==> config.mk <==
export PLATFORM = sky130hd
export DESIGN_NAME = smpsc_ctrl
export DESIGN_NICKNAME = d
export VERILOG_FILES = /design/src/verilog/smpsc_pkg.sv /design/src/verilog/smpsc_ctrl.sv /design/src/verilog/smpsc_slow_tick.sv
export SDC_FILE = /design/constraint.sdc
export NUM_CORES = 1
export LEC_CHECK = 0
export BUFFER_PORTS_ARGS = -buffer_cell sky130_fd_sc_hd__buf_2
export CAP_MARGIN = 10
export CORE_UTILIZATION = 55
export CTS_CLUSTER_SIZE = 25
export DETAILED_ROUTE_END_ITERATION = 12
export GPL_TIMING_DRIVEN = 0
export PLACE_DENSITY = 0.82
export SLEW_MARGIN = 40
export SYNTH_ARGS = -nofsm -noshare
export SYNTH_HDL_FRONTEND = slang
export SYNTH_SLANG_ARGS = --single-unit
export TNS_END_PERCENT = 30
==> constraint.sdc <==
create_clock -name I_CLK -period 7.5 [get_ports I_CLK]
set_input_delay 0.375 -clock I_CLK [delete_from_list [all_inputs] [get_ports I_CLK]]
set_output_delay 0.375 -clock I_CLK [all_outputs]
set_load 0.03 [all_outputs]
==> src/verilog/smpsc_pkg.sv <==
`default_nettype none
// Shared constants and state encoding of the operating-state controller
package smpsc_pkg;
	// Core clock
	localparam int CLK_HZ = 40_000_000;
	localparam int CLK_PERIOD_NS = 25;
	// Always-running slow oscillator, emulated by a divider (rounded down)
	localparam int SLOW_OSC_HZ = 192_000;
	localparam int SLOW_DIV = CLK_HZ / SLOW_OSC_HZ;
	localparam int SLOW_CNT_W = 8;
	// Fuse read time, least time rounded up to whole cycles
	localparam int FUSE_READ_US = 50;
	localparam int FUSE_CYCLES =
		(FUSE_READ_US * 1000 + CLK_PERIOD_NS - 1) / CLK_PERIOD_NS;
	localparam int FUSE_W = 12;
	// Channel count and timer widths
	localparam int NUM_INPUTS = 22;
	localparam int TMR_W = 16;
	localparam int WIN_W = 8;
	localparam int HOT_CELLS = 4;
	// Wetting current codes: lowest code is the 2 mA level
	localparam logic [2:0] WET_MIN = 3'h0;
	localparam logic [2:0] WET_RESET = 3'h0;
	// Operating states, one-hot
	typedef enum logic [5:0] {
		ST_RESET = 6'h01,
		ST_UV = 6'h02,
		ST_FUSE = 6'h04,
		ST_NORMAL = 6'h08,
		ST_LPM = 6'h10,
		ST_POLL = 6'h20
	} smpsc_state_t;
endpackage : smpsc_pkg
`default_nettype wire

==> src/verilog/smpsc_ctrl.sv <==
// Operation
// [RULE1] Below the power-on threshold the block stays in reset, doing nothing.
// [RULE2] Undervoltage keeps registers, blocks serial port, MISO, mux, sources.
// [RULE3] Both oscillators run once the undervoltage state is reached.
// [RULE4] Battery above threshold: read fuses about 50 us, then normal.
// [RULE5] In normal mode the wake pin is driven low.
// [RULE6] Low power is entered only by the dedicated serial command.
// [RULE7] Low power stops rails, fast oscillator, fault detectors; faults unrecorded. Rails stay on in the poll window.
// [RULE8] Settings made in normal mode survive low power unchanged.
// [RULE9] Input change, timer, wake pin, interrupt, chip select, reset wake.
// [RULE10] Pin edges wake only with I/O supply present; else stay silent.
// [RULE11] Without I/O supply interrupt and chip-select edges cannot wake.
// [RULE12] Host discards first serial answer after a chip-select wake.
// [RULE13] Interrupt timer expiry in low power raises interrupt, wakes.
// [RULE14] Polling timer periodically opens an active window checking inputs.
// [RULE15] Poll and interrupt timer together: wake on timer, skip poll.
// [RULE16] Input open at entry and still open skips the rest of poll.
// [RULE17] Battery undervoltage in low power pauses polling without waking.
// [RULE18] No input wake enabled: no input wake, polling timer disabled.
// [RULE19] Above threshold reads open for ground switch, closed for battery.
// [RULE20] All thermal-limit cells ORed into one reported fault.
// [RULE21] Thermal limit forces minimum wetting current; sustain untouched.
// [RULE22] Thermal warning flag is set independently of the limit fault.
// [RULE23] Valid wake returns to normal and drives wake pin low.
// [RULE24] Timers count slow-oscillator ticks so they run in low power.
`timescale 1ns/10ps
`default_nettype none
module smpsc_ctrl #(
	parameter int N = smpsc_pkg::NUM_INPUTS,
	parameter int NT = smpsc_pkg::HOT_CELLS
) (
	input wire logic I_CLK, // 40 MHz core clock
	input wire logic I_RST_N, // Power-on reset, active low
	input wire logic I_BAT_UV, // Battery supply in undervoltage
	input wire logic I_IO_SUPPLY_OK, // I/O supply present
	input wire logic I_LPM_CMD, // Enter low power command pulse
	input wire logic I_CS_N, // Chip select pin level
	input wire logic I_INT_IN_N, // Interrupt pin level
	input wire logic I_WAKE_IN_N, // Wake pin level
	input wire logic I_WAKE_PIN_EN, // Wake pin may wake the device
	input wire logic [N-1:0] I_INPUT_WAKE_EN, // Per-input wake enables
	input wire logic [N-1:0] I_BAT_CFG, // 1: battery switch input
	input wire logic [N-1:0] I_COMP_ABOVE, // Comparator above threshold
	input wire logic [15:0] I_INT_TMR_PERIOD, // Slow ticks, 0 disables
	input wire logic [15:0] I_POLL_TMR_PERIOD, // Slow ticks, 0 disables
	input wire logic [7:0] I_POLL_WIN, // Poll window in slow ticks
	input wire logic [NT-1:0] I_HOT_CELLS, // Thermal-limit detectors
	input wire logic I_TWARN, // Thermal warning detector
	input wire logic I_FAULT_CLR, // Clear sticky thermal flags
	input wire logic [2:0] I_WET_SEL, // Requested wetting current
	output logic [5:0] O_STATE, // Current operating state
	output logic O_SPI_EN, // Serial port accepts frames
	output logic O_MISO_OE_N, // MISO enable, low drives
	output logic O_ANALOG_MUX_OUT_EN, // Analog mux active
	output logic [N-1:0] O_CUR_SRC_EN, // Per-input current sources
	output logic O_FAST_OSC_EN, // Fast oscillator enable
	output logic O_SLOW_OSC_EN, // Slow oscillator enable
	output logic O_RAIL_EN, // Main internal rails enable
	output logic O_FAULT_DET_EN, // Fault detectors enable
	output logic O_POLL_ACTIVE, // Poll active window
	output logic O_WAKE_OUT, // Wake pin output level
	output logic O_WAKE_OE_N, // Wake pin enable, low drives
	output logic O_INT_OUT, // Interrupt pin output level
	output logic O_INT_OE_N, // Interrupt pin enable, low drives
	output logic O_WAKE_EVENT, // Wake reported, one cycle
	output logic O_CS_WOKE, // Woken by chip select
	output logic [N-1:0] O_SWITCH_CLOSED, // Input closed status
	output logic O_HOT_FAULT, // Sticky thermal-limit fault
	output logic O_TWARN_FLAG, // Sticky thermal warning
	output logic [2:0] O_WET_SEL // Applied wetting current
);
	typedef struct packed {
		smpsc_pkg::smpsc_state_t st;
		logic [smpsc_pkg::FUSE_W-1:0] fuse_cnt;
		logic [smpsc_pkg::TMR_W-1:0] int_cnt;
		logic [smpsc_pkg::TMR_W-1:0] poll_cnt;
		logic [smpsc_pkg::WIN_W-1:0] win_cnt;
		logic [N-1:0] snap;
		logic [N-1:0] skip;
		logic [N-1:0] closed;
		logic [2:0] wet;
		logic cs_q;
		logic int_q;
		logic wake_q;
		logic int_req;
		logic wake_evt;
		logic cs_woke;
		logic hot;
		logic twarn;
	} smpsc_ctrl_st_t;

	localparam logic [smpsc_pkg::FUSE_W-1:0] FUSE_LAST =
		smpsc_pkg::FUSE_W'(smpsc_pkg::FUSE_CYCLES - 1);
	localparam logic [smpsc_pkg::TMR_W-1:0] TMR_ONE = 16'h0001;

	smpsc_ctrl_st_t s;
	smpsc_ctrl_st_t next_s;
	logic tick;
	logic [N-1:0] closed_now;
	logic any_wake_en;
	logic is_normal;
	logic is_low;
	logic cs_fall;
	logic int_fall;
	logic wake_fall;
	logic pin_wake;
	logic int_exp;
	logic poll_exp;
	logic poll_run;
	logic hot_now;
	logic in_change;

	// Always-running slow time base for low-power timers
	smpsc_slow_tick #(
		.DIV(smpsc_pkg::SLOW_DIV),
		.CNT_W(smpsc_pkg::SLOW_CNT_W)
	) u_tick (
		.i_clk(I_CLK),
		.i_rst_n(I_RST_N),
		.o_tick(tick)
	);

	// Input interpretation and event terms
	assign closed_now = ~(I_COMP_ABOVE ^ I_BAT_CFG); // [RULE19]
	assign any_wake_en = |I_INPUT_WAKE_EN;
	assign hot_now = |I_HOT_CELLS; // [RULE20]
	assign is_normal = (s.st == smpsc_pkg::ST_NORMAL);
	assign is_low = (s.st == smpsc_pkg::ST_LPM) ||
		(s.st == smpsc_pkg::ST_POLL);
	assign cs_fall = s.cs_q & ~I_CS_N;
	assign int_fall = s.int_q & ~I_INT_IN_N;
	assign wake_fall = s.wake_q & ~I_WAKE_IN_N & I_WAKE_PIN_EN;
	// Pin edges count only with the I/O supply up
	assign pin_wake = (cs_fall | int_fall | wake_fall) & I_IO_SUPPLY_OK; // [RULE10] [RULE11]
	assign int_exp = tick && (s.int_cnt == TMR_ONE);
	// Polling stops with no wake enables and pauses on battery undervoltage
	assign poll_run = any_wake_en & ~I_BAT_UV; // [RULE17] [RULE18]
	assign poll_exp = tick && poll_run && (s.poll_cnt == TMR_ONE); // [RULE14]
	assign in_change = |((closed_now ^ s.snap) & I_INPUT_WAKE_EN & ~s.skip);

	// Next-state logic of the operating-state machine
	always_comb begin
		next_s = s;
		next_s.wake_evt = 1'b0;
		next_s.cs_q = I_CS_N;
		next_s.int_q = I_INT_IN_N;
		next_s.wake_q = I_WAKE_IN_N;
		// Slow-tick timers run in both low-power states; the poll timer only while poll_run
		if (is_low && tick) begin // [RULE24]
			if (s.int_cnt == TMR_ONE) begin
				next_s.int_cnt = I_INT_TMR_PERIOD;
			end else if (s.int_cnt != '0) begin
				next_s.int_cnt = s.int_cnt - 1'b1;
			end
			if (poll_run) begin
				if (s.poll_cnt == TMR_ONE) begin
					next_s.poll_cnt = I_POLL_TMR_PERIOD;
				end else if (s.poll_cnt != '0) begin
					next_s.poll_cnt = s.poll_cnt - 1'b1;
				end
			end
		end
		case (s.st)
			smpsc_pkg::ST_RESET: begin
				next_s.st = smpsc_pkg::ST_UV; // [RULE1]
			end
			smpsc_pkg::ST_UV: begin
				if (!I_BAT_UV) begin // [RULE4]
					next_s.st = smpsc_pkg::ST_FUSE;
					next_s.fuse_cnt = '0;
				end
			end
			smpsc_pkg::ST_FUSE: begin
				if (I_BAT_UV) begin
					next_s.st = smpsc_pkg::ST_UV;
				end else if (s.fuse_cnt == FUSE_LAST) begin // [RULE4]
					next_s.st = smpsc_pkg::ST_NORMAL;
				end else begin
					next_s.fuse_cnt = s.fuse_cnt + 1'b1;
				end
			end
			smpsc_pkg::ST_NORMAL: begin
				if (cs_fall) begin
					next_s.int_req = 1'b0;
				end
				if (!I_CS_N && !s.cs_q) begin
					next_s.cs_woke = 1'b0;
				end
				if (I_BAT_UV) begin
					next_s.st = smpsc_pkg::ST_UV;
				end else if (I_LPM_CMD) begin // [RULE6]
					next_s.st = smpsc_pkg::ST_LPM;
					next_s.snap = closed_now;
					next_s.int_cnt = I_INT_TMR_PERIOD;
					next_s.poll_cnt = I_POLL_TMR_PERIOD;
				end
			end
			smpsc_pkg::ST_LPM, smpsc_pkg::ST_POLL: begin
				// Interrupt timer wins over a coincident poll
				if (int_exp) begin // [RULE13] [RULE15]
					next_s.st = smpsc_pkg::ST_NORMAL;
					next_s.int_req = 1'b1;
					next_s.wake_evt = 1'b1;
				end else if (pin_wake) begin // [RULE9] [RULE23]
					next_s.st = smpsc_pkg::ST_NORMAL;
					next_s.int_req = 1'b1;
					next_s.wake_evt = 1'b1;
					next_s.cs_woke = cs_fall;
				end else if (s.st == smpsc_pkg::ST_LPM) begin
					if (poll_exp) begin // [RULE14]
						next_s.st = smpsc_pkg::ST_POLL;
						next_s.win_cnt = '0;
						// Inputs open at entry and still open drop out
						next_s.skip = (~s.snap & ~closed_now) |
							~I_INPUT_WAKE_EN; // [RULE16]
					end
				end else if (I_BAT_UV) begin
					next_s.st = smpsc_pkg::ST_LPM; // [RULE17]
				end else if (tick) begin
					if (s.win_cnt == I_POLL_WIN) begin
						if (in_change) begin // [RULE9]
							next_s.st = smpsc_pkg::ST_NORMAL;
							next_s.int_req = 1'b1;
							next_s.wake_evt = 1'b1;
						end else begin
							next_s.st = smpsc_pkg::ST_LPM;
						end
					end else begin
						next_s.win_cnt = s.win_cnt + 1'b1;
					end
				end
			end
			default: begin
				next_s.st = smpsc_pkg::ST_UV;
			end
		endcase
		// Status and thermal handling; flags are set only while detectors run
		next_s.closed = closed_now; // [RULE19]
		next_s.wet = hot_now ? smpsc_pkg::WET_MIN : I_WET_SEL; // [RULE21]
		if (I_FAULT_CLR) begin
			next_s.hot = 1'b0;
			next_s.twarn = 1'b0;
		end
		// Set wins over clear; nothing is recorded in low power
		if (is_normal && hot_now) begin // [RULE7] [RULE20]
			next_s.hot = 1'b1;
		end
		if (is_normal && I_TWARN) begin // [RULE22]
			next_s.twarn = 1'b1;
		end
	end

	// State register; settings live outside and are never touched here
	always_ff @(posedge I_CLK) begin // [RULE8]
		if (!I_RST_N) begin
			s <= '{st: smpsc_pkg::ST_RESET, wet: smpsc_pkg::WET_RESET,
				cs_q: 1'b1, int_q: 1'b1, wake_q: 1'b1, default: '0};
		end else begin
			s <= next_s;
		end
	end

	// Output decode from the state register
	assign O_STATE = s.st;
	assign O_SPI_EN = is_normal; // [RULE2]
	assign O_MISO_OE_N = ~is_normal; // [RULE2]
	assign O_ANALOG_MUX_OUT_EN = is_normal; // [RULE2]
	assign O_CUR_SRC_EN = is_normal ? {N{1'b1}} :
		(s.st == smpsc_pkg::ST_POLL) ? ~s.skip : '0; // [RULE16]
	assign O_FAST_OSC_EN = (s.st == smpsc_pkg::ST_UV) ||
		(s.st == smpsc_pkg::ST_FUSE) || is_normal; // [RULE3] [RULE7]
	assign O_SLOW_OSC_EN = (s.st != smpsc_pkg::ST_RESET); // [RULE3]
	assign O_RAIL_EN = (s.st == smpsc_pkg::ST_FUSE) || is_normal ||
		(s.st == smpsc_pkg::ST_POLL); // [RULE7]
	assign O_FAULT_DET_EN = is_normal; // [RULE7]
	assign O_POLL_ACTIVE = (s.st == smpsc_pkg::ST_POLL);
	assign O_WAKE_OUT = 1'b0;
	assign O_WAKE_OE_N = ~is_normal; // [RULE5] [RULE23]
	assign O_INT_OUT = 1'b0;
	assign O_INT_OE_N = ~(s.int_req & is_normal); // [RULE13]
	assign O_WAKE_EVENT = s.wake_evt;
	assign O_CS_WOKE = s.cs_woke;
	assign O_SWITCH_CLOSED = s.closed;
	assign O_HOT_FAULT = s.hot;
	assign O_TWARN_FLAG = s.twarn;
	assign O_WET_SEL = s.wet;
endmodule : smpsc_ctrl
`default_nettype wire

==> src/verilog/smpsc_slow_tick.sv <==
`timescale 1ns/10ps
`default_nettype none
// Slow time base: one-cycle tick at the slow oscillator rate, never gated
module smpsc_slow_tick #(
	parameter int DIV = smpsc_pkg::SLOW_DIV,
	parameter int CNT_W = smpsc_pkg::SLOW_CNT_W
) (
	input wire logic i_clk, // Core clock
	input wire logic i_rst_n, // Synchronous reset, active low
	output logic o_tick // One-cycle pulse per slow period
);
	typedef struct packed {
		logic [CNT_W-1:0] cnt;
		logic tick;
	} smpsc_tick_st_t;

	localparam logic [CNT_W-1:0] LAST = CNT_W'(DIV - 1);

	smpsc_tick_st_t s;
	smpsc_tick_st_t next_s;

	// Divider count and tick
	always_comb begin
		next_s = s;
		next_s.tick = 1'b0;
		if (s.cnt == LAST) begin
			next_s.cnt = '0;
			next_s.tick = 1'b1;
		end else begin
			next_s.cnt = s.cnt + 1'b1;
		end
	end

	always_ff @(posedge i_clk) begin
		if (!i_rst_n) begin
			s <= '0;
		end else begin
			s <= next_s;
		end
	end

	assign o_tick = s.tick;
endmodule : smpsc_slow_tick
`default_nettype wire
; Word-level counts from Yosys, hierarchy flattened
; Cells that the tools add are included.
[op_classes]
order_cmp = 0
n_mul = 0
n_addsub = 5
div_mod_pow = 0
n_mux = 50
bitwise = 29
reduce_logical = 35
shifts = 0
n_eq_ne = 31
[op_table]
columns = operator, count
row1 = two-way mux 32 bit, 4
row2 = NOT 22 bit, 5
row3 = two-way mux 16 bit, 5
row4 = bitwise AND 22 bit, 3
row5 = two-way mux 6 bit, 11
row6 = two-way mux 22 bit, 2
row7 = OR reduction 22 bit, 2
row8 = bitwise XOR 22 bit, 2
row9 = two-way mux 8 bit, 5
row10 = equality test 16 x 1 -> 1 bit (second input constant), 2
row11 = nonzero test 16 bit, 2
row12 = subtractor 16 x 1 -> 16 bit (second input constant), 2
row13 = two-way mux 12 bit, 2
row14 = one-hot mux 12 bit (2 select lines), 1
row15 = one-hot mux 6 bit (4 select lines), 1
row16 = OR 22 bit, 1
row17 = two-way mux 18 bit, 1
row18 = adder 8 x 1 -> 8 bit (second input constant), 2
row19 = two-way mux 2 bit, 8
row20 = != test 4 bit (second input constant), 4
row21 = != test 2 bit (second input constant), 7
row22 = AND reduction 7 bit, 2
row23 = adder 12 x 1 -> 12 bit (second input constant), 1
row24 = equality test 12 x 11 -> 1 bit (second input constant), 1
row25 = 32 further kinds, 74
[totals]
mem_count = 0
latchBits = 0
romBits = 0
mem_bits_rw = 0
ff_bits = 144

; Logic depth before layout (Yosys ltp)
; Gate-level depths: netlist of run 1.
[logic_depth]
ltp_word = 14
depth_mapped = 10
depth_no_buf = 8

; Cells and area by module
; From an unflattened synthesis of run 1, not the netlist that was laid out.
[unflattened]
hier_cells = 975
area_unflattened_um2 = 7704.9
[by_module_without_submodules]
columns = mod, seq_area_each_um2, area_per_inst_um2, cells_each, n_inst
row1 = smpsc_ctrl, 2702.6, 7333.3, 936, 1
row2 = smpsc_slow_tick, 180.2, 371.6, 39, 1

; Worst setup path before layout of run 1
; Ideal clock, no wire load.
[synth_path]
kind = reg2out
from = register s (netlist bit O_STATE[1])
to = output O_CUR_SRC_EN[12]
stages_incl_launch_ff = 6
t_required_ns = 7.125
path_buffers = 2
setup_slack_ns = 5.071
t_arrival_ns = 2.054
path_cell_list = dfxtp_1 > clkbuf_1 > nor4_1 > nand3b_1 > clkbuf_1 > o21ai_0
[synth_between]
elab_chain_cells = 3
elab_cells_between_ends = 4
classes_between = eq/ne (2) / mux (2)
[synth_rtl]
columns = item, line_no
row1 = "start, declared", smpsc_ctrl.sv:96  ; smpsc_ctrl_st_t s;
row2 = "start signal, assigned", smpsc_ctrl.sv:256  ; s <= '{st: smpsc_pkg::ST_RESET, wet: smpsc_pkg::WET_RESET,
row3 = "start signal, assigned", smpsc_ctrl.sv:259  ; s <= next_s;
row4 = equality test 6 bit, smpsc_ctrl.sv:269  ; (s.st == smpsc_pkg::ST_POLL) ? ~s.skip : '0;
row5 = two-way mux 22 bit, smpsc_ctrl.sv:269
row6 = two-way mux 22 bit (*), smpsc_ctrl.sv:268  ; assign O_CUR_SRC_EN = is_normal ? {N{1'b1}} :
row7 = "end, declared", smpsc_ctrl.sv:55  ; output logic [N-1:0] O_CUR_SRC_EN,
; Mark *: on every way between the ends. The rest lies on a longest branch, timed or not.

; Final worst setup path of run 1
[layout_path]
from = register s (netlist bit O_STATE[1])
to = output O_CUR_SRC_EN[16]
; The elaborated chain is that of the path after synthesis.

==> results of run 1 <==
## synthesized netlist by cell type, types with 5 or more instances
master	n
clkbuf_1	46
nor4_1	23
nand2b_1	11
o21ai_0	55
nand4b_1	5
nand4_1	19
a311oi_1	5
nor2_1	151
nand3_1	26
a21oi_1	54
and3_1	17
ha_1	30
and4_1	6
or4_1	12
dfxtp_1	144
a21o_1	7
inv_1	60
xnor2_1	10
o22ai_1	13
o31ai_1	12
a211o_1	6
and2_1	5
nor3_1	28
buf_4	36
xor2_1	42
a311oi_2	19
nand2_1	68
a211oi_1	7
a31oi_1	13
## layout make-up
| cell class | instances | area (µm²) |
|---|---|---|
| Tap cell | 180 | 225 |
| Inverter | 61 | 229 |
| Fill cell | 1197 | 4250 |
| Clock inverter | 12 | 124 |
| Multi-Input combinational cell | 707 | 4440 |
| Clock buffer | 20 | 457 |
| Sequential cell | 144 | 2880 |
| Timing Repair Buffer | 188 | 941 |
| Buffer | 88 | 492 |
## path summary, 6_finish.rpt
check / end / cells after the start
worst max register to register: s[76]$_SDFFE_PN0P_ / 10
worst min-delay path: s[5]$_SDFF_PN1_ / 2
worst max-delay path: O_CUR_SRC_EN[16] / 6
worst min register to register: u_tick.s[1]$_SDFF_PP0_ / 1
## sequential cells by signal (all words and copies together), names as in the netlist
signal	count
O_HOT_FAULT	1
O_WET_SEL	3
u_tick.s	8
O_TWARN_FLAG	1
O_CS_WOKE	1
O_WAKE_EVENT	1
s	100
O_SWITCH_CLOSED	22
O_STATE	6
u_tick.o_tick	1
## kinds of logic after synthesis
| logic type | share of synthesized area, % |
|---|---|
| DFF | 35.9 |
| xor gates and xnor gates | 5.67 |
| AOI/OAI and AO/OA | 19.4 |
| buffers and inverters | 8.97 |
| adders and majority gates | 4.67 |
| muxes | 0.498 |
| other | 0.0467 |
| and+or+nand+nor | 24.9 |
## metrics by stage
| stage | worst slack (ps) | total power, mW | area, µm² | hold WS (ps) |
|---|---|---|---|---|
| after global routing | 4070 | 1.87 | 9790 | 125 |
| after CTS | 4280 | 1.82 | 9780 | 124 |
| after global placement | 4730 | 0.988 | 9200 | 422 |
| after floorplan | 5070 | 0.910 | 8040 | 413 |
| after detailed placement | 4680 | 0.991 | 9200 | 437 |
| final | 4260 | 1.81 | 9790 | 139 |
## routing by layer
layer	up-vias	share of wire (%)	wire, µm	GRT usage [%]
met1	3814	42	9910	39.9
met4	0	3.0	717	14.7
li1	3932	-	-	-
met3	60	8.6	2030	7.11
met5	-	0	0	0
met2	434	47	11000	53.1
## placed cells by master, fill, tap and decap left out, types with 6 or more instances in the layout
master | netlist | final
a211oi_1 | 7 | 7
xor2_1 | 42 | 42
ha_1 | 30 | 30
buf_4 | 36 | 36
clkbuf_1 | 46 | 47
and4_1 | 6 | 6
nand3_1 | 26 | 26
a31oi_1 | 13 | 13
o31ai_1 | 12 | 12
nor2_1 | 151 | 151
buf_2 | 3 | 191
nand4_1 | 19 | 19
nand2b_1 | 11 | 11
o21ai_0 | 55 | 55
a21oi_1 | 54 | 54
a21o_1 | 7 | 7
nand2_1 | 68 | 68
dfxtp_1 | 144 | 144
and3_1 | 17 | 17
o22ai_1 | 13 | 13
a211o_1 | 6 | 6
inv_1 | 60 | 60
xnor2_1 | 10 | 10
clkbuf_16 | 0 | 17
nor3_1 | 28 | 28
a311oi_2 | 19 | 19
nor4_1 | 23 | 23
or4_1 | 12 | 12
## power by group through the flow
stage	combinational (mW)	clock (mW)	sequential [mW]
CTS	0.193	0.842	0.782
global placement	0.189	0	0.799
global route	0.210	0.881	0.783
finish	0.193	0.839	0.782
floorplan	0.112	0	0.798
detailed placement	0.191	0	0.799
## worst reg2reg max path: stages, from the launching register on
cell and delay, ps:
dfxtp_1 350, clkbuf_1 300, nor3_1 120, nand3_1 140, inv_1 180, nand3_1 230
clkbuf_1 530, clkbuf_1 520, nor2_1 110, a21oi_1 210, nor2_1 70
==> results.md, run 1 <==
* Outcome: completed
* Most frequent CP cell: clkbuf_1
* Fmax at 0.309 GHz
* R2r setup slk at 4620 ps
* Setup TNS at 0 ps
* Post-synth ARST share at 0%
* # Post-CTS Setup Buffers at 0
* Area Growth Syn to Fin at 21.9%
* Hold-fix buffers at CTS at 0
* Syn Inst Count at 999
* Worst setup EP type: primary output
* Max FO, Critical Path at 10
* Clk pwr share at 46.2%
* DRC errors left at 0
* # diodes at 0
* Hold Crit Class: in -> reg
* Slowest CP cell: nor4_1
* Cell taking the most area after synthesis: dfxtp_1
* Comb power frac at 10.6%
* CP Buf/Inv Count at 3
* Placed insts at 1368
* Unrepaired setup endpoints after global routing: no
* # resized after CTS at 0
* Post-DRT Antenna Nets at 0
* DP Wirelength at 17.6 mm
* Post-synthesis cell type count at 69
* Clk_skew at 10.8 ps
* Congestion Overflow GR at 0
* Vias per std cell at 5.89
* CTS Buf Count at 17
* Leak Pwr at 4.23 nW
* Post-Route Utilization at 69.7%
* Global-route wire length before repair at 37.2 mm
* P_int at 1.33 mW
* Die ar. at 0.0151 mm²
* Nets at 1361
* Sequential share of power at 43.1%
* First-pass DRT Iterations at 5
* Crit Path Class: reg -> out
* Initial antenna violation count at 0
* Critical R2R Launch: O_STATE[2]$_SDFFE_PN0P_
* Syn avg cell area at 8.04 µm²
* Cells along the critical path: clkbuf_1, nor4_1, nand3b_1, clkbuf_1, o21ai_0, buf_2
* Routed WL per cell at 16.9 µm
* Setup crit start: O_STATE[1]$_SDFFE_PN0P_
* Synth Flop Type: dfxtp_1
* Root Buffer: clkbuf_16
* Routed WL at 23.7 mm
* Post-Syn Area at 0.00803 mm²
* Crit-path max cell delay at 580 ps
* Area fraction of the dominant cell type after synthesis at 35.9%
* IO Pins at 193
* Initial DRC count at 869
* CTS tree: built
* Power Density at 185 mW/mm²
* Ratio of cells with drive above 1 in the final layout at 24.0%
* Maxcap violations at 0
* Hold_sp: I_WAKE_IN_N
* Vias in the first global route at 7642
* Final worst-path cycle share at 43.2%
* Core Footprint at 0.0140 mm²
* Clock transition at path regs at 60 ps
* Crit path max-delay family: simple AND/OR/NAND/NOR gates
* Post-synthesis sequential area ratio at 35.9%
* Worst-Margin Slew at 805 ps
* Arrival time at the worst endpoint at 2860 ps
* Clock buffer depth at 2
* Startpoint types: flop
* Buffers on Ports at 188
* Syn. warnings at 0
* CP required at 7120 ps
* Initial Util at 57.2%
* Via count at 8240
* Synthesized flop and latch total at 144
* H-tree depth at 4
* Net switching power at 481 µW
* Finished Layout Cells at 1400
* Crit path time final at 3240 ps
* Largest net degree at the start of global routing at 17
* Rows at 43
* Clock Latency Late Sink at 440 ps
* Die height at 123 µm
* Die span in x at 123 µm
* CTS sink cnt at 144
* EDFF count, synth at 0
* Sw Share at 26.5%
* Hold Vio Cnt, Final at 0
* VDD IR max at 0.166 mV
* Overall Global Routing Usage at 32.2%
* Rel. slew slack at 46.2%
* Slew Viols, Final at 0
* Final RePlAce weighted congestion at 0.968
* Final setup vio count at 0
* Ranking of synthesized cells by area: dfxtp_1 (36%), nor2_1 (7.1%), ha_1 (4.7%), xor2_1 (4.6%), a311oi_2 (3.6%)
(Power assumes the default switching activity.)
==> inputs of run 2 (changes only) <==
ABC_AREA = 1   (was not set)
PLACE_DENSITY = 0.81   (was 0.82)
clock period = 3.3 ns   (was 7.5 ns; I/O delays follow)
==> run 2 against run 1 <==
Against the previous run: register-to-register slack got worse by 3500 ps; core utilization rose by 0.37 points; die area rose by 4.8%; count of clock-buffer cells in the layout rose by 2; global-route usage fell by 2.7 points; worst setup slack got worse by 3700 ps; sequential share of layout area fell by 1.6 points; via count rose by 6.1%; sequential cell count did not move; design area rose by 5.6%; clock skew rose by 0.82 ps; total power rose by 150%.
==> results.md, run 2 <==
* Outcome: completed (unchanged)
* CTS sink cnt at 144 (unchanged)
* Unrepaired setup endpoints after global routing: no (unchanged)
* # resized after CTS at 0 (unchanged)
* Placement Cell Area at 0.00960 mm² (was 0.00920 mm²)
* Largest Register: s (unchanged)
* Via count at 8742 (was 8240)
* IO Pins at 193 (unchanged)
* Max reg flops at 100 (unchanged)
* Count leader, synth: nand2_1 (was nor2_1)
* Hold Vio Cnt, Final at 0 (unchanged)
* Most frequent CP cell: clkbuf_1 (unchanged)
* Ranking of synthesized cells by area: dfxtp_1 (34%), nand2_1 (8.1%), o21ai_0 (7.4%), a21oi_1 (7.1%), inv_1 (7.0%) (was dfxtp_1 (36%), nor2_1 (7.1%), ha_1 (4.7%), xor2_1 (4.6%), a311oi_2 (3.6%))
* Post-synthesis sequential area ratio at 34.2% (was 35.9%)
* CTS Buf Count at 17 (unchanged)
* Setup WS pre-CTS at 1070 ps (was 4680 ps)
* Buffers on Ports at 189 (was 188)
* Root Buffer: clkbuf_16 (unchanged)
* H-tree depth at 4 (unchanged)
* Crit path max-delay family: buffers and inverters (was simple AND/OR/NAND/NOR gates)
* Area Growth Syn to Fin at 22.8% (was 21.9%)
* DP Wirelength at 17.1 mm (was 17.6 mm)
* Nets at 1588 (was 1361)
* Final worst-path cycle share at 83.8%
* Post-route cell area at 0.0103 mm² (was 0.00979 mm²)
* Largest net degree at the start of global routing at 17 (unchanged)
* Cells along the critical path: nor2_2, nand4_1, clkbuf_1, clkbuf_1, o21ai_0, buf_2 (was clkbuf_1, nor4_1, nand3b_1, clkbuf_1, o21ai_0, buf_2)
* Worst-Margin Slew at 637 ps (was 805 ps)
* Vias in the first global route at 8017 (was 7642)
* Multi-input logic area at 0.00447 mm² (was 0.00444 mm²)
* Arrival time at the worst endpoint at 2600 ps (was 2860 ps)
* Clock buffer depth at 2 (unchanged)
* Ratio of cells with drive above 1 in the final layout at 21.2% (was 24.0%)
* Synth cell count leaders: nand2_1 (181), inv_1 (156), nor2_1 (149) (was nor2_1 (151), dfxtp_1 (144), nand2_1 (68))
* Synth Flop Type: dfxtp_1 (unchanged)
* DRC errors left at 0 (unchanged)
* Synthesized flop and latch total at 144 (unchanged)
* Worst setup EP type: primary output (unchanged)
* Syn. warnings at 0 (unchanged)
* Setup TNS at 0 ps (unchanged)
* Initial DRC count at 782 (was 869)
* Vias per std cell at 5.36 (was 5.89)
* Post-Syn Area at 0.00842 mm² (was 0.00803 mm²)
* Power Density at 430 mW/mm² (was 185 mW/mm²)
* Setup ws final at 533 ps (was 4260 ps)
* Overall Global Routing Usage at 29.5% (was 32.2%)
* Slew Viols, Final at 0 (unchanged)
* R2r setup slk at 1100 ps (was 4620 ps)
* Die span in x at 126 µm (was 123 µm)
* Die ar. at 0.0158 mm² (was 0.0151 mm²)
* Leak Pwr at 4.97 nW (was 4.23 nW)
* Post-DRT Antenna Nets at 0 (unchanged)
* Commonest non-fill, non-tap cell in the layout: buf_2 (unchanged)
* Clk_skew at 11.6 ps (was 10.8 ps)
* CTS tree: built (unchanged)
* Congestion Overflow GR at 0 (unchanged)
* Most frequent cells in the layout: buf_2 (202), nand2_1 (181), inv_1 (156), nor2_1 (149), dfxtp_1 (144) (was buf_2 (191), nor2_1 (151), dfxtp_1 (144), nand2_1 (68), inv_1 (60))
* Clock Latency Late Sink at 430 ps (was 440 ps)
* Routed WL per cell at 14.3 µm (was 16.9 µm)
* Syn avg cell area at 6.91 µm² (was 8.04 µm²)
* CP Buf/Inv Count at 3 (unchanged)
* CP required at 3130 ps (was 7120 ps)
* Die height at 126 µm (was 123 µm)
* Hold Crit Class: in -> reg (unchanged)
* # diodes at 0 (unchanged)
* Post-synthesis cell type count at 42 (was 69)
* Crit Path Class: reg -> out (unchanged)
* Max FO, Critical Path at 11 (was 10)
* EDFF count, synth at 0 (unchanged)
* Slowest CP cell: dfxtp_1 (was nor4_1)
* Core Footprint at 0.0148 mm² (was 0.0140 mm²)
* Initial antenna violation count at 0 (unchanged)
* Clock transition at path regs at 60 ps (about the same)
* Register area at 0.00288 mm² (unchanged)
* Final RePlAce weighted congestion at 0.941 (was 0.968)
* Fill cells at 1257 (was 1197)
* Crit path time final at 2770 ps
* First-pass DRT Iterations at 6 (was 5)
* Final setup vio count at 0 (unchanged)
* Initial Util at 57.1% (was 57.2%)
* Rel. slew slack at 57.5% (was 46.2%)
* Routed WL at 23.4 mm (was 23.7 mm)
* Post-synth ARST share at 0% (unchanged)
* Startpoint types: flop (unchanged)
* Fmax at 0.361 GHz
* VDD IR max at 0.396 mV (was 0.166 mV)
* Cell taking the most area after synthesis: dfxtp_1 (unchanged)
* Area fraction of the dominant cell type after synthesis at 34.2% (was 35.9%)
* Maxcap violations at 0 (unchanged)
* Syn Inst Count at 1218 (was 999)
* Rows at 44 (was 43)
* Crit-path max cell delay at 500 ps (was 580 ps)
* Global-route wire length before repair at 37.7 mm (was 37.2 mm)
[run 2: logic make-up (layout without fill, tap and decap cells)]
group | count (synthesis) | after routing | share of synthesized area, %
AO/OA/AOI/OAI | 295 | 295 | 19.0
XOR/XNOR | 61 | 61 | 6.34
adder cells (fa/ha/maj) | 30 | 30 | 4.46
buffers and inverters | 242 | 470 | 12.8
flip-flops | 144 | 144 | 34.2
other | 1 | 2 | 0.0445
AND/OR/NAND/NOR | 445 | 445 | 23.2
[run 2: worst register-to-register path, cell delays in order (launching register included)]
cell and delay [ps]:
dfxtp_1 360, nor2_1 240, nand2_1 130, nor2_2 200, nand2_2 160, nor2_2 130, nand3_2 150, inv_2 120
nand2_2 90, buf_2 220, o21ai_0 230, a21oi_1 70
[run 2: layer usage]
| layer | track usage, % | wire (µm) |
|---|---|---|
| met5 | 0 | 0 |
| met3 | 5.14 | 1440 |
| met1 | 38.1 | 10400 |
| met4 | 10.9 | 535 |
| met2 | 49.4 | 11000 |
[run 2: stage by stage]
step,total power [mW],utilization (%),std cells,hold slack [ps]
floorplan,2.10,-,1219,262
global placement,2.27,65.1,1592,357
detailed placement,2.28,65.1,1592,369
CTS,4.45,70.1,1631,26.8
global route,4.59,70.1,1631,35.5
finish,4.45,70.1,1631,27.1
[run 2: cell type report]
type | count | area share [%]
Timing Repair Buffer | 196 | 9.82
Clock buffer | 22 | 4.78
Sequential cell | 144 | 27.9
Buffer | 82 | 4.58
Multi-Input combinational cell | 833 | 43.2
Inverter | 160 | 5.83
Clock inverter | 10 | 1.73
Tap cell | 184 | 2.23
[run 2: path summary, 6_finish.rpt]
kind | startpoint | to | cells past startpoint
worst max-delay path | O_STATE[4]$_SDFFE_PN0P_ | O_CUR_SRC_EN[13] | 6
worst min-delay path | I_FAULT_CLR | O_TWARN_FLAG$_SDFFE_PN0P_ | 4
worst max register to register | s[96]$_SDFF_PN0_ | s[46]$_SDFFE_PN0P_ | 11
worst min register to register | u_tick.s[1]$_SDFF_PP0_ | u_tick.s[1]$_SDFF_PP0_ | 1
[run 2: what timing repair did]
| action | CTS | global route |
|---|---|---|
| hold endpoints to repair | 7 | 0 |
| hold buffers | 7 | 0 |
| setup buffers | 0 | 0 |
[run 2: power by group]
part           switching [mW]  total, mW  internal (mW)
Sequential             0.0123       1.78           1.77
Clock                   0.749       2.19           1.44
Combinational           0.282      0.479          0.196
Total                    1.04       4.45           3.40
==> inputs of run 3 (changes only) <==
ABC_AREA = 0   (was 1)
CORE_UTILIZATION = 54   (was 55)
PLACE_DENSITY = 0.8   (was 0.81)
clock period = 2.8 ns   (was 3.3 ns; I/O delays follow)
==> run 3 against run 2 <==
Against the previous run: the run now ends with negative setup slack left; critical path type unchanged; core utilization increased by 1.6 points; clock power up 2%; design area increased by 0.74%; critical path depth is the same; non-clock buffer count grew 57; critical endpoint is now O_CUR_SRC_EN[15]; cell count decreased by 10%; clock skew fell by 0.94 ps; worst setup slack worse by 610 ps; combinational power is 25% higher.
==> results.md, run 3 (synthesized netlist as in run 1, its figures left out) <==
* Finished Layout Cells at 1461 (was 1631)
* First-pass DRT Iterations at 6 (unchanged)
* Max FO, Critical Path at 10 (was 11)
* Worst setup EP type: primary output (unchanged)
* Via count at 8579 (was 8742)
* Initial Util at 55.3% (was 57.1%)
* Core Footprint at 0.0145 mm² (was 0.0148 mm²)
* CTS Buf Count at 17 (unchanged)
* Congestion Overflow GR at 0 (unchanged)
* Crit path max-delay family: simple AND/OR/NAND/NOR gates (was buffers and inverters)
* Worst flop-to-flop path endpoint: s[46]$_SDFFE_PN0P_ (unchanged)
* Most frequent CP cell: clkbuf_1 (unchanged)
* Setup WS pre-CTS at -30.3 ps (was 1070 ps)
* Cells along the critical path: clkbuf_1, nor4_2, nand3b_1, clkbuf_1, o21ai_0, buf_2 (was nor2_2, nand4_1, clkbuf_1, clkbuf_1, o21ai_0, buf_2)
* M1 GR Usage at 39.7% (was 38.1%)
* Global routing's busiest layer: met2 (unchanged)
* Initial antenna violation count at 0 (unchanged)
* Clk_skew at 10.7 ps (was 11.6 ps)
* Clock buffer depth at 2 (unchanged)
* Overall Global Routing Usage at 32.7% (was 29.5%)
* Startpoint types: flop (unchanged)
* Max reg flops at 100 (unchanged)
* # diodes at 0 (unchanged)
* Maxcap violations at 0 (unchanged)
* Hold Vio Cnt, Final at 0 (unchanged)
* Placed insts at 1372 (was 1592)
* Buffers on Ports at 188 (was 189)
* Initial DRC count at 851 (was 782)
* Worst-Margin Slew at 847 ps (was 637 ps)
* Final RePlAce weighted congestion at 1.03 (was 0.941)
* Unrepaired setup endpoints after global routing: yes (was no)
* Crit Path Class: reg -> out (unchanged)
* Power Density at 473 mW/mm² (was 430 mW/mm²)
* FF-to-FF path depth at 7 (was 11)
* Setup ws final at -77.1 ps (was 533 ps)
* CP Buf/Inv Count at 3 (unchanged)
* Ratio of cells with drive above 1 in the final layout at 23.6% (was 21.2%)
* Final setup vio count at 5 (was 0)
* Commonest non-fill, non-tap cell in the layout: buf_2 (unchanged)
* Arrival time at the worst endpoint at 2740 ps (was 2600 ps)
* Critical R2R Launch: s[108]$_SDFF_PN0_ (was s[96]$_SDFF_PN0_)
* Most frequent cells in the layout: buf_2 (191), nor2_1 (151), dfxtp_1 (144), nand2_1 (68) (was buf_2 (202), nand2_1 (181), inv_1 (156), nor2_1 (149), dfxtp_1 (144))
* Post-Route Utilization at 71.7% (was 70.1%)
* DP Wirelength at 17.3 mm (was 17.1 mm)
* H-tree depth at 4 (unchanged)
* Die ar. at 0.0154 mm² (was 0.0158 mm²)
* Routed WL per cell at 17.1 µm (was 14.3 µm)
* Vias per std cell at 5.87 (was 5.36)
* # Post-CTS Setup Buffers at 0 (unchanged)
* Crit path time final at 2880 ps
* VDD IR max at 0.517 mV (was 0.396 mV)
* Die height at 124 µm (was 126 µm)
* Hold path cells at 3 (was 4)
* Die span in x at 124 µm (was 126 µm)
* R2r setup slk at 100 ps (was 1100 ps)
* Slowest CP cell: nor4_2 (was dfxtp_1)
* Area Growth Syn to Fin at 29.7% (was 22.8%)
* Met2 usage at 56.5% (was 49.4%)
* Nets at 1420 (was 1588)
* Setup TNS at -234 ps (was 0 ps)
* Routed WL at 25.0 mm (was 23.4 mm)
* Fmax at 0.348 GHz
* CP required at 2660 ps (was 3130 ps)
* IO Pins at 193 (unchanged)
* Rows at 44 (unchanged)
* CTS sink cnt at 144 (unchanged)
* Crit-path max cell delay at 450 ps (was 500 ps)
* Clock transition at path regs at 60 ps (about the same)
* Hold_sp: I_COMP_ABOVE[0] (was I_FAULT_CLR)
* CTS tree: built (unchanged)
* Failing checks: negative setup slack
* Post-DRT Antenna Nets at 0 (unchanged)
* Total power at 4.93 mW (was 4.45 mW)
* Final worst-path cycle share at 103%
* Largest Register: s (unchanged)
* Hold EP: O_SWITCH_CLOSED[0]$_SDFF_PN0_ (was O_TWARN_FLAG$_SDFFE_PN0P_)
* Leak Pwr at 4.50 nW (was 4.97 nW)
* Clock Latency Late Sink at 430 ps (about the same)
* Vias in the first global route at 7913 (was 8017)
* Post-route cell area at 0.0104 mm² (was 0.0103 mm²)
* Root Buffer: clkbuf_16 (unchanged)
* Final hold slack at 13.3 ps (was 27.1 ps)
* Placement Cell Area at 0.00921 mm² (was 0.00960 mm²)
* DRC errors left at 0 (unchanged)
* Largest net degree at the start of global routing at 17 (unchanged)
* Rel. slew slack at 43.5% (was 57.5%)
* Global-route wire length before repair at 38.4 mm (was 37.7 mm)
* Slew Viols, Final at 0 (unchanged)
* Outcome: finished, violations left (was completed)
* Hold Crit Class: in -> reg (unchanged)
* Routing usage on met3 at 6.68% (was 5.14%)
[run 3: changes by cell type in the layout (fill, tap and decap cells not counted), moves of 13 or more]
cell           change
a311oi_2          +19
o21ai_0           -69
nand3_1           -32
xnor2_1           -30
o211ai_1          -22
and3_1            +16
nand2_1          -113
a21oi_1           -66
xor2_1            +21
o22ai_1           +13
dlygate4sd3_1     +53
inv_1             -96
a31oi_1           +13
nor4_1            +19
[run 3: how the worst max path moves through the flow]
stage,from,to,slack (ps),cells past startpoint
finish,O_STATE[1]$_SDFFE_PN0P_,O_CUR_SRC_EN[15],-80,6
floorplan,s[108]$_SDFF_PN0_,s[43]$_SDFFE_PN0P_,450,7
global placement,s[85]$_SDFF_PN0_,s[44]$_SDFFE_PN0P_,70,8
CTS,O_STATE[1]$_SDFFE_PN0P_,O_CUR_SRC_EN[18],-7,6
detailed placement,s[94]$_SDFF_PN0_,s[44]$_SDFFE_PN0P_,-30,7
global route,O_STATE[2]$_SDFFE_PN0P_,O_CUR_SRC_EN[15],-120,7
[run 3: final cells by class]
cell class	count	area [µm²]
timing repair buffer	248	1540
fill	1148	4110
buffer	87	495
clock buffer	21	460
clock inverter	9	110
tap	184	230
inverter	61	229
multi-input combinational	707	4470
sequential	144	2880
[run 3: power by group]
part           switching, mW  internal [mW]  leakage, nW  total (mW)
Clock                  0.891           1.35        0.271        2.24
Sequential            0.0135           2.08         1.17        2.10
Combinational          0.336          0.262         3.06       0.598
[run 3: worst reg2reg max path, delay by kind of cell, from the launching register on]
kind	cells	cell delay [ps]
buf+inv	2	300
compound gates	2	570
flops	1	340
simple gates	3	1400
[run 3: timing repair]
| action | CTS | global route |
|---|---|---|
| endpoints found under the setup margin | 34 | 87 |
| hold buffers | 60 | 0 |
| pin swaps | 0 | 0 |
| endpoints found under the hold margin | 54 | 0 |
| gates cloned | 0 | 0 |
| gates resized for setup | 5 | 10 |
[run 3: layer usage]
layer | up-vias | part of all wire (%) | wire, µm
li1 | 4052 | - | -
met1 | 3989 | 40 | 9960
met2 | 469 | 49 | 12200
met3 | 69 | 8.7 | 2180
met4 | 0 | 2.5 | 636
met5 | - | 0 | 0
